$ cat src/rtl/fhp_params.svh
`ifndef FHP_PARAMS_SVH
`define FHP_PARAMS_SVH

`define FHP_DATA_W 8
`define FHP_INDEX_W 5
`define FHP_PIN_W 18
// Packed pin vector: reset_n, cs_n, strobe_n, dir, style, index, data
`define FHP_PIN_RSTN 17
`define FHP_PIN_CSN 16
`define FHP_PIN_STBN 15
`define FHP_PIN_DIR 14
`define FHP_PIN_STYLE 13
`define FHP_PIN_IDX_HI 12
`define FHP_PIN_IDX_LO 8
`define FHP_PIN_DAT_HI 7
`define FHP_PIN_DAT_LO 0
// Pins at rest: device reset held, selects and strobes high
`define FHP_PIN_RESET 18'h1_C000
`define FHP_DATA_RESET 8'h00
`define FHP_INDEX_RESET 5'h00

`endif

$ cat src/rtl/fhp_pkg.sv
`default_nettype none

package fhp_pkg;

    typedef enum logic [1:0] {
        FHP_IDLE,
        FHP_READ,
        FHP_WRITE
    } fhp_state_t;

endpackage

`default_nettype wire

$ cat src/rtl/fhp_host_port.sv
// Behaviour
// - Port answers only while chip-select is low
// - Deselected: port idle, bus lines released
// - Direction style: shared strobe qualifies each access
// - Separate style: shared strobe is read strobe
// - Style pin high separate, low direction
// - Eight data lines, line 0 least significant
// - Interrupt pin pulled low while request pending
// - Interrupt pin open drain, never drives high
// - Interrupt works regardless of chip-select
// - Reset pin low holds device in reset
// - Direction line high reads, low writes
// - Separate style: same pin is write strobe
// - Five index lines pick the location
`timescale 1ns/1ps
`default_nettype none
`include "fhp_params.svh"

module fhp_host_port (
    input wire logic clk_sys,
    input wire logic rst,
    input wire logic clk_en,
    input wire logic cs_n,
    input wire logic shared_access_strobe_n,
    input wire logic dir_or_write_strobe,
    input wire logic bus_style_select,
    input wire logic device_reset_n,
    input wire logic [`FHP_INDEX_W-1:0] register_index_lines,
    input wire logic [`FHP_DATA_W-1:0] host_bus_lines_in,
    output logic [`FHP_DATA_W-1:0] host_bus_lines_out,
    output logic host_bus_lines_oe,
    output logic irq_n_out,
    output logic irq_n_oe,
    input wire logic irq_pending,
    input wire logic [`FHP_DATA_W-1:0] reg_rdata,
    output logic [`FHP_INDEX_W-1:0] reg_index,
    output logic [`FHP_DATA_W-1:0] reg_wdata,
    output logic reg_rd_pulse,
    output logic reg_wr_pulse,
    output logic reset_hold
);

    // Read request for the selected strobe style
    function automatic logic read_req(input logic style, input logic stb_n,
                                      input logic dir);
        read_req = style ? !stb_n : (!stb_n && dir);
    endfunction

    // Write request for the selected strobe style
    function automatic logic write_req(input logic style, input logic stb_n,
                                       input logic dir);
        write_req = style ? !dir : (!stb_n && !dir);
    endfunction

    logic [`FHP_PIN_W-1:0] meta_reg;
    logic [`FHP_PIN_W-1:0] pin_reg;
    logic [`FHP_PIN_W-1:0] pin_next;

    fhp_pkg::fhp_state_t state_reg;
    fhp_pkg::fhp_state_t state_next;
    logic [`FHP_DATA_W-1:0] dout_reg;
    logic [`FHP_DATA_W-1:0] dout_next;
    logic oe_reg;
    logic oe_next;
    logic [`FHP_INDEX_W-1:0] index_reg;
    logic [`FHP_INDEX_W-1:0] index_next;
    logic [`FHP_DATA_W-1:0] wdata_reg;
    logic [`FHP_DATA_W-1:0] wdata_next;
    logic rd_reg;
    logic rd_next;
    logic wr_reg;
    logic wr_next;
    logic irq_oe_reg;
    logic irq_oe_next;
    logic irq_out_reg;
    logic hold_reg;
    logic hold_next;

    logic rstn_s;
    logic sel_s;
    logic style_s;
    logic stb_s;
    logic dir_s;
    logic rd_req_s;
    logic wr_req_s;
    logic [`FHP_INDEX_W-1:0] idx_s;
    logic [`FHP_DATA_W-1:0] data_s;

    // Two-stage synchroniser for every pin
    always_comb
    begin
        pin_next = {device_reset_n, cs_n, shared_access_strobe_n,
                    dir_or_write_strobe, bus_style_select,
                    register_index_lines, host_bus_lines_in};
    end

    always_ff @(posedge clk_sys or posedge rst)
    begin
        if (rst)
        begin
            meta_reg <= `FHP_PIN_RESET;
            pin_reg <= `FHP_PIN_RESET;
        end
        else if (clk_en)
        begin
            meta_reg <= pin_next;
            pin_reg <= meta_reg;
        end
    end

    assign rstn_s = pin_reg[`FHP_PIN_RSTN];
    assign style_s = pin_reg[`FHP_PIN_STYLE];
    assign stb_s = pin_reg[`FHP_PIN_STBN];
    assign dir_s = pin_reg[`FHP_PIN_DIR];
    assign idx_s = pin_reg[`FHP_PIN_IDX_HI:`FHP_PIN_IDX_LO];
    assign data_s = pin_reg[`FHP_PIN_DAT_HI:`FHP_PIN_DAT_LO];
    assign sel_s = !pin_reg[`FHP_PIN_CSN] && rstn_s;
    assign rd_req_s = read_req(style_s, stb_s, dir_s);
    assign wr_req_s = write_req(style_s, stb_s, dir_s);

    always_comb
    begin
        state_next = state_reg;
        dout_next = dout_reg;
        oe_next = 1'b0;
        index_next = index_reg;
        wdata_next = wdata_reg;
        rd_next = 1'b0;
        wr_next = 1'b0;
        irq_oe_next = irq_pending;
        hold_next = !rstn_s;
        if (!rstn_s)
        begin
            state_next = fhp_pkg::FHP_IDLE;
        end
        else
        begin
            case (state_reg)
                fhp_pkg::FHP_IDLE:
                begin
                    if (sel_s && rd_req_s)
                    begin
                        index_next = idx_s;
                        rd_next = 1'b1;
                        state_next = fhp_pkg::FHP_READ;
                    end
                    else if (sel_s && wr_req_s)
                    begin
                        index_next = idx_s;
                        wdata_next = data_s;
                        state_next = fhp_pkg::FHP_WRITE;
                    end
                end
                fhp_pkg::FHP_READ:
                begin
                    if (sel_s && rd_req_s)
                    begin
                        oe_next = 1'b1;
                        dout_next = reg_rdata;
                    end
                    else
                    begin
                        state_next = fhp_pkg::FHP_IDLE;
                    end
                end
                fhp_pkg::FHP_WRITE:
                begin
                    if (sel_s && wr_req_s)
                    begin
                        index_next = idx_s;
                        wdata_next = data_s;
                    end
                    else
                    begin
                        // Commit at the trailing edge of the access
                        wr_next = 1'b1;
                        state_next = fhp_pkg::FHP_IDLE;
                    end
                end
                default:
                begin
                    state_next = fhp_pkg::FHP_IDLE;
                end
            endcase
        end
    end

    always_ff @(posedge clk_sys or posedge rst)
    begin
        if (rst)
        begin
            state_reg <= fhp_pkg::FHP_IDLE;
            dout_reg <= `FHP_DATA_RESET;
            oe_reg <= 1'b0;
            index_reg <= `FHP_INDEX_RESET;
            wdata_reg <= `FHP_DATA_RESET;
            rd_reg <= 1'b0;
            wr_reg <= 1'b0;
            irq_oe_reg <= 1'b0;
            irq_out_reg <= 1'b0;
            hold_reg <= 1'b1;
        end
        else if (clk_en)
        begin
            state_reg <= state_next;
            dout_reg <= dout_next;
            oe_reg <= oe_next;
            index_reg <= index_next;
            wdata_reg <= wdata_next;
            rd_reg <= rd_next;
            wr_reg <= wr_next;
            irq_oe_reg <= irq_oe_next;
            irq_out_reg <= 1'b0;
            hold_reg <= hold_next;
        end
    end

    assign host_bus_lines_out = dout_reg;
    assign host_bus_lines_oe = oe_reg;
    assign irq_n_out = irq_out_reg;
    assign irq_n_oe = irq_oe_reg;
    assign reg_index = index_reg;
    assign reg_wdata = wdata_reg;
    assign reg_rd_pulse = rd_reg;
    assign reg_wr_pulse = wr_reg;
    assign reset_hold = hold_reg;

    logic idle_s;
    assign idle_s = (state_reg == fhp_pkg::FHP_IDLE);
endmodule // fhp_host_port

`default_nettype wire

$ cat config.mk
export PLATFORM = sky130hd
export DESIGN_NAME = fhp_host_port
export DESIGN_NICKNAME = d
export VERILOG_FILES = /design/src/rtl/fhp_pkg.sv /design/src/rtl/fhp_host_port.sv
export VERILOG_INCLUDE_DIRS = /design/src /design/src/rtl
export SDC_FILE = /design/constraint.sdc
export NUM_CORES = 1
export LEC_CHECK = 0
export BUFFER_PORTS_ARGS = -buffer_cell sky130_fd_sc_hd__buf_2
export CAP_MARGIN = 15
export CORE_MARGIN = 2
export CORE_UTILIZATION = 56
export CTS_BUF_LIST = sky130_fd_sc_hd__clkbuf_8
export CTS_CLUSTER_DIAMETER = 50
export DETAILED_ROUTE_END_ITERATION = 12
export PLACE_DENSITY = 0.82
export SLEW_MARGIN = 20
export SYNTH_ARGS = -nofsm -noshare
export SYNTH_HDL_FRONTEND = slang
export SYNTH_SLANG_ARGS = --single-unit
$ cat constraint.sdc
create_clock -name clk_sys -period 1.9 [get_ports clk_sys]
set_input_delay 0 -clock clk_sys [delete_from_list [all_inputs] [get_ports clk_sys]]
set_output_delay 0 -clock clk_sys [all_outputs]
set_load 0.05 [all_outputs]
# [Word-level counts from Yosys, hierarchy flattened]
# Cells that the tools add are included.
[totals] out_inout_bits=27 register_bits=64
[classes] eq_ne=6 reduce_logical=15 n_mux=22
[op_table] cell="$mux 8" count=2
[op_table] cell="$pmux 8 s2" count=1
[op_table] cell="$reduce_and 4->1" count=3
[op_table] cell="$mux 1" count=10
[op_table] cell="$mux 2" count=5
[op_table] cell="$mux 5" count=2
[op_table] cell="$pmux 5 s2" count=1
[op_table] cell="$ne 3x3->1 const B" count=2
[op_table] cell="$pmux 2 s3" count=1
[op_table] cell="$logic_and 1x1->1" count=5
[op_table] cell="$logic_not 1->1" count=4
[op_table] cell="$ne 4x2->1 const B" count=1
[op_table] cell="$reduce_and 3->1" count=1
[op_table] cell="$eq 2x1->1 const B" count=1
[op_table] cell="$eq 2x2->1 const B" count=1
[op_table] cell="$logic_not 2->1" count=1
[op_table] cell="$ne 2x2->1 const B" count=1
[op_table] cell="$reduce_bool 2->1" count=1

# [Logic depth before layout (Yosys ltp)]
# Gate-level depths: netlist of run 1.
[logic_depth] word_depth=8 depth_mapped=5 mapped_depth_nobuf=4

# [Worst setup path before layout of run 1]
# OpenSTA, ideal clock, no wires.
[synth_path] path_type="register to register" startpoint="reg pin_reg[14]" endpoint="reg dout_reg[0] (netlist: host_bus_lines_out[0])" period_less_slack_ns=1.619 slack_ns=0.281 arrival_ns=1.494 path_buffers=1 required_time_ns=1.775 stages_incl_launch_ff=6 cell_sequence="dfstp_2 > nor2_1 > and4bb_4 > and3_4 > buf_12 > mux2_4"
[synth_between] elab_chain_len=4
[synth_lines] item="from (decl)" line="fhp_host_port.sv:56" source="logic [`FHP_PIN_W-1:0] pin_reg;"
[synth_lines] item="from (signal assigned)" line="fhp_host_port.sv:102" source="pin_reg <= `FHP_PIN_RESET;"
[synth_lines] item="from (signal assigned)" line="fhp_host_port.sv:107" source="pin_reg <= meta_reg;"
[synth_lines] item="$logic_and 1x1->1" line="fhp_host_port.sv:46" source="read_req = style ? !stb_n : (!stb_n && dir);"
[synth_lines] item="$mux 1" line="fhp_host_port.sv:46"
[synth_lines] item="$logic_and 1x1->1" line="fhp_host_port.sv:156" source="if (sel_s && rd_req_s)"
[synth_lines] item="$reduce_and 4->1 (no line)"
[synth_lines] item="to (signal assigned)" line="fhp_host_port.sv:193" source="dout_reg <= `FHP_DATA_RESET;"
[synth_lines] item="to (signal assigned)" line="fhp_host_port.sv:206" source="dout_reg <= dout_next;"
[synth_lines] item="to (decl)" line="fhp_host_port.sv:61" source="logic [`FHP_DATA_W-1:0] dout_reg;"
# No other way between the ends.
# A chain may end at the register's enable or synchronous reset.

# [Worst setup path in the final report of run 1]
[layout_path] startpoint="reg pin_reg[14]" endpoint="reg dout_reg[1] (netlist: host_bus_lines_out[1])"
# The elaborated chain is that of the path after synthesis.

==> results of run 1 <==
## final cells by class
type | instances | area [um2]
sequential | 64 | 1610
fill | 264 | 1000
multi-input combinational | 83 | 895
timing repair buffer | 86 | 578
clock buffer | 9 | 124
clock inverter | 7 | 96.3
tap | 52 | 65.1
inverter | 3 | 11.3
## metrics by stage
step	instance area (um2)	util (%)
final	3380	77.1
after floorplan	2570	-
after global placement	2880	65.7
after detailed placement	2880	65.7
after CTS	3380	77.1
after global routing	3380	77.1
## timing repair
action	in CTS	in global routing
hold buffers	28	0
hold endpoints to repair	49	0
resized for setup	0	0
## power groups by stage
| stage | Clock [mW] | Combinational (mW) | Sequential (mW) |
|---|---|---|---|
| finish | 1.26 | 1.29 | 1.81 |
| CTS | 1.29 | 1.30 | 1.81 |
| global route | 1.34 | 1.34 | 1.85 |
| detailed placement | 0 | 1.25 | 1.82 |
| floorplan | 0 | 0.377 | 2.39 |
| global placement | 0 | 1.22 | 1.81 |
## placed cells by master, fill, tap and decap left out, drive strengths merged, types with 3 or more instances in the layout
master / instances
o21ai: 3
clkbuf: 9
mux2: 58
dfstp: 7
dfrtp: 57
inv: 3
buf: 58
clkinv: 5
a21oi: 4
nor2: 5
dlygate4sd3: 28
## path summary, 6_finish.rpt
check | endpoint | slack (ns) | cells after the start
max in group asynchronous | pin_reg[14]$_DFFE_PP1P_ | 0.91 | 4
min in group asynchronous | host_bus_lines_out[2]$_DFFE_PP0P_ | 0.25 | 3
max | host_bus_lines_out[1]$_DFFE_PP0P_ | 0.23 | 4
min | meta_reg[1]$_DFFE_PP0P_ | 0.13 | 2
min reg2reg | reg_wr_pulse$_DFFE_PP0P_ | 0.49 | 1
max reg2reg | host_bus_lines_out[1]$_DFFE_PP0P_ | 0.23 | 4
## cells by family (layout without fill, tap and decap cells)
| group | after synthesis | count (layout) | synth area share, % |
|---|---|---|---|
| flops | 64 | 64 | 62.7 |
| mux | 58 | 58 | 27.8 |
| simple gates | 14 | 14 | 4.24 |
| compound gates | 10 | 10 | 2.68 |
| buf+inv | 10 | 105 | 2.48 |
| other cells | 1 | 1 | 0.146 |
## routing by layer
metal	up-vias	share of wire [%]	global-route usage, %
met1	788	43	25.8
met5	-	0	0
met4	0	2.1	8.18
li1	730	-	-
met3	12	6.3	7.88
met2	49	48	33.1
## worst max-delay path, cell delays in order (launching register included)
cell and delay [ns]:
dfstp_2 0.55, nor2_1 0.04, and4bb_4 0.35, and3_4 0.30
mux2_4 0.32
==> flow_metrics.env, run 1 <==
export IMPL_p_seq_share_pct=41.5
export IMPL_fin_crit_sh_pct=87.8
export IMPL_min_from="clk_en"
export IMPL_initial_utilization_pct=58.6
export IMPL_drtIter0Drc=61
export IMPL_cp_startpoint="pin_reg[14]$_DFFE_PP1P_"
export IMPL_drt_wirelength_per_cell_um=15.8
export IMPL_p_leak_nw=1.65
export IMPL_pre_cts_slack_ns=0.240
export IMPL_finalSetupTns_ns=0
export IMPL_tightest_slew_ns=0.500
export IMPL_maxSlewViolCount=0
export IMPL_clkPwrFrac_pct=28.9
export IMPL_synth_seq_cells=64
export IMPL_synth_top_area_share_pct=55.5
export IMPL_p_comb_share_pct=29.6
export IMPL_place_inst=260
export IMPL_dpl_hpwl_um=3110
export IMPL_yosysMostFrequentCell="dfrtp_1"
export IMPL_gp_congestion=0.823
export IMPL_syn2layout_area_growth_pct=31.6
export IMPL_crit_reg2reg_launch="pin_reg[14]$_DFFE_PP1P_"
export IMPL_synth_edff_count=0
export IMPL_max_vdd_ir_drop_uv=729
export IMPL_outcome="finished clean"
export IMPL_yosysTopAreaCell="dfrtp_1"
export IMPL_grt_ovfl_total=0
export IMPL_dr_pass1_iters=4
export IMPL_diodes=0
export IMPL_power_mw=4.36
export IMPL_rows=24
export IMPL_final_antenna_net_count=0
export IMPL_wl_um=4810
export IMPL_slew_headroom_pct=66.6
export IMPL_clockBufferDepth=2
export IMPL_cts_tree="done"
export IMPL_internal_power_mw=2.83
export IMPL_p_per_area_nw_per_um2=1290
export IMPL_final_hold_viol_count=0
export IMPL_synth_main_ff_cell="dfrtp_1"
export IMPL_io_pins=57
export IMPL_vias_per_cell=5.19
export IMPL_post_cts_buffers=0
export IMPL_cts_reportedPaths_clkPinSlew_ns=0.07
export IMPL_ys_top_cells_by_count="dfrtp_1, mux2_1, mux2_2"
export IMPL_syn_avg_cell_area_um2=16.4
export IMPL_stdcell_count=304
export IMPL_p_switching_mw=1.53
export IMPL_drc=0
export IMPL_die_area_um2=5140
export IMPL_core_area_um2=4380
export IMPL_swShare_pct=35.2
export IMPL_drive_above_1_share_pct=49.6
export IMPL_critPathKind="flop to flop"
export IMPL_antenna_found_initial=0
export IMPL_final_setup_viol_count=0
export IMPL_cts_root_buf="clkbuf_8"
export IMPL_synth_cell_types=26
export IMPL_fin_hold_ws_ns=0.132
export IMPL_clk_latency_ns=0.34
export IMPL_netlist_top_cells_area="dfrtp_1, mux2_1, mux2_4"
export IMPL_routed_via_count=1579
export IMPL_syn_nets=187
export IMPL_worstSetupEndpointType="flop"
export IMPL_grt_pass1_wl_um=8020
export IMPL_start_kind="flop"
export IMPL_worstPathRequired_ns=2.12
export IMPL_io_buffers=55
export IMPL_synth_seq_area_share_pct=62.7
export IMPL_die_w_um=71.7
export IMPL_final_setup_worst_slack_ns=0.232
export IMPL_grt_pass1_vias=1729
export IMPL_finClkSkew_ns=0.00664
export IMPL_track_usage_pct=20.8
export IMPL_netlist_instances=157
export IMPL_ys_async_sr_fraction_pct=100
export IMPL_syn_area_um2=2570
export IMPL_grt_max_degree=35
export IMPL_clock_sinks=64
export IMPL_nets=277
export IMPL_ys_warn_count=0
export IMPL_fin_crit_ns=1.67
export IMPL_htreeDepth=3
export IMPL_crit_path_max_fanout=9
export IMPL_maxCapViolations=0
export IMPL_rsz0062_at_grt="false"
export IMPL_clock_fmax_mhz=600
export IMPL_cp_arrival_ns=1.89
export IMPL_hp_class="primary input to flop"
export IMPL_die_h_um=71.7
export IMPL_numCtsBuffers=9
Power figures use the tool's default switching activity.
==> run 2, diff against run 1 <==
==> constraint.sdc (replaced) <==
create_clock -name clk_sys -period 1.9 [get_ports clk_sys]
set_input_delay 0.475 -clock clk_sys [delete_from_list [all_inputs] [get_ports clk_sys]]
set_output_delay 0.475 -clock clk_sys [all_outputs]
set_load 0.05 [all_outputs]
==> run 2 against run 1 <==
First-iteration DRC count is 20% higher. Via count is 6.3% lower. Clock-buffer cell count is 3 higher. Utilization is 6.9 points lower. Maximum frequency is 0.94% lower. Largest power group unchanged.
==> flow_metrics.env, run 2 (synthesis gave the netlist of run 1 again) <==
export IMPL_grt_pass1_vias=1619
export IMPL_clock_fmax_mhz=594
export IMPL_io_buffers=55
export IMPL_finClkSkew_ns=0.00633
export IMPL_die_w_um=71.7
export IMPL_maxSlewViolCount=0
export IMPL_vias_per_cell=5.36
export IMPL_syn2layout_area_growth_pct=19.7
export IMPL_cts_reportedPaths_clkPinSlew_ns=0.06
export IMPL_reg2regPathDepth=4
export IMPL_drtIter0Drc=73
export IMPL_power_mw=4.09
export IMPL_max_vdd_ir_drop_uv=814
export IMPL_finalSetupTns_ns=0
export IMPL_grt_pass1_wl_um=7690
export IMPL_drive_above_1_share_pct=54.0
export IMPL_final_hold_viol_count=0
export IMPL_fin_crit_sh_pct=88.6
export IMPL_grt_ovfl_total=0
export IMPL_clock_sinks=64
export IMPL_final_setup_worst_slack_ns=0.216
export IMPL_fin_crit_ns=1.68
export IMPL_grt_max_degree=65
export IMPL_diodes=0
export IMPL_pre_cts_slack_ns=0.220
export IMPL_crit_reg2reg_launch="pin_reg[14]$_DFFE_PP1P_"
export IMPL_p_leak_nw=1.53
export IMPL_rsz0062_at_grt="false"
export IMPL_routed_via_count=1479
export IMPL_clk_latency_ns=0.33
export IMPL_outcome="finished clean"
export IMPL_crit_path_max_fanout=9
export IMPL_final_common_cell="dfrtp_1"
export IMPL_antenna_found_initial=0
export IMPL_rows=24
export IMPL_clockBufferDepth=2
export IMPL_drt_wirelength_per_cell_um=15.8
export IMPL_numCtsBuffers=9
export IMPL_hp_class="primary input to asynchronous set/reset pin"
export IMPL_cts_tree="done"
export IMPL_track_usage_pct=20.0
export IMPL_initial_utilization_pct=58.6
export IMPL_cts_resized=0
export IMPL_final_setup_viol_count=0
export IMPL_r2r_end="host_bus_lines_out[4]$_DFFE_PP0P_"
export IMPL_io_pins=57
export IMPL_worstSetupEndpointType="flop"
export IMPL_htreeDepth=3
export IMPL_worstPathRequired_ns=2.12
export IMPL_wl_um=4360
export IMPL_final_antenna_net_count=0
export IMPL_die_area_um2=5140
export IMPL_core_area_um2=4380
export IMPL_maxCapViolations=0
export IMPL_nets=249
export IMPL_holdBufCountCts=0
export IMPL_p_per_area_nw_per_um2=1330
export IMPL_critPathKind="flop to flop"
export IMPL_layout_common_cells="dfrtp_1, buf_2, mux2_1"
export IMPL_post_cts_buffers=0
export IMPL_cp_arrival_ns=1.90
export IMPL_drc=0
export IMPL_dr_pass1_iters=4
export IMPL_r2r_slack_ns=0.22
export IMPL_gp_congestion=0.871
export IMPL_cts_root_buf="clkbuf_8"
export IMPL_die_h_um=71.7
export IMPL_start_kind="flop"
-- run 2: worst max-delay path, stage by stage (launching register included) --
cell	delay [ns]
dfstp_2	0.56
nor2_1	0.05
and4bb_4	0.35
and3_4	0.30
mux2_4	0.32
-- run 2: per-layer routing --
layer / GRT usage [%] / vias up / share of wire [%]
met5: 0 / - / 0
met4: 12.6 / 0 / 2.7
met3: 4.92 / 14 / 5.8
met2: 31.9 / 47 / 50
met1: 24.4 / 747 / 41
li1: - / 671 / -
-- run 2: how the worst max path moves through the flow --
stage / startpoint / end / slack, ns / depth (start not counted)
floorplan: pin_reg[14]$_DFFE_PP1P_ / host_bus_lines_out[0]$_DFFE_PP0P_ / 0.28 / 5
global placement: pin_reg[14]$_DFFE_PP1P_ / host_bus_lines_out[1]$_DFFE_PP0P_ / 0.27 / 4
detailed placement: pin_reg[14]$_DFFE_PP1P_ / host_bus_lines_out[3]$_DFFE_PP0P_ / 0.22 / 4
CTS: pin_reg[14]$_DFFE_PP1P_ / host_bus_lines_out[4]$_DFFE_PP0P_ / 0.21 / 4
global route: pin_reg[14]$_DFFE_PP1P_ / host_bus_lines_out[2]$_DFFE_PP0P_ / 0.15 / 4
finish: pin_reg[14]$_DFFE_PP1P_ / host_bus_lines_out[4]$_DFFE_PP0P_ / 0.22 / 4
-- run 2: cell type report --
cell class | count | area (um2)
Tap cell | 52 | 65.1
Timing Repair Buffer | 58 | 310
Multi-Input combinational cell | 83 | 895
Fill cell | 318 | 1310
Clock buffer | 12 | 165
Clock inverter | 4 | 15.0
Sequential cell | 64 | 1610
Inverter | 3 | 15.0
-- run 2: stage by stage --
step / util [%] / hold slack (ns) / instances / cell area [um2]
global route: 70.1 / 0.251 / 276 / 3080
global placement: 66.0 / 0.460 / 260 / 2900
CTS: 70.1 / 0.221 / 276 / 3080
finish: 70.1 / 0.215 / 276 / 3080
detailed placement: 66.0 / 0.474 / 260 / 2900
floorplan: - / 0.438 / 157 / 2570
-- run 2: power breakdown --
| group | total [mW] | switching (mW) | internal [mW] |
|---|---|---|---|
| Combinational | 1.24 | 0.836 | 0.408 |
| Clock | 1.03 | 0.473 | 0.562 |
| Sequential | 1.81 | 0.160 | 1.65 |
| Total | 4.09 | 1.47 | 2.62 |
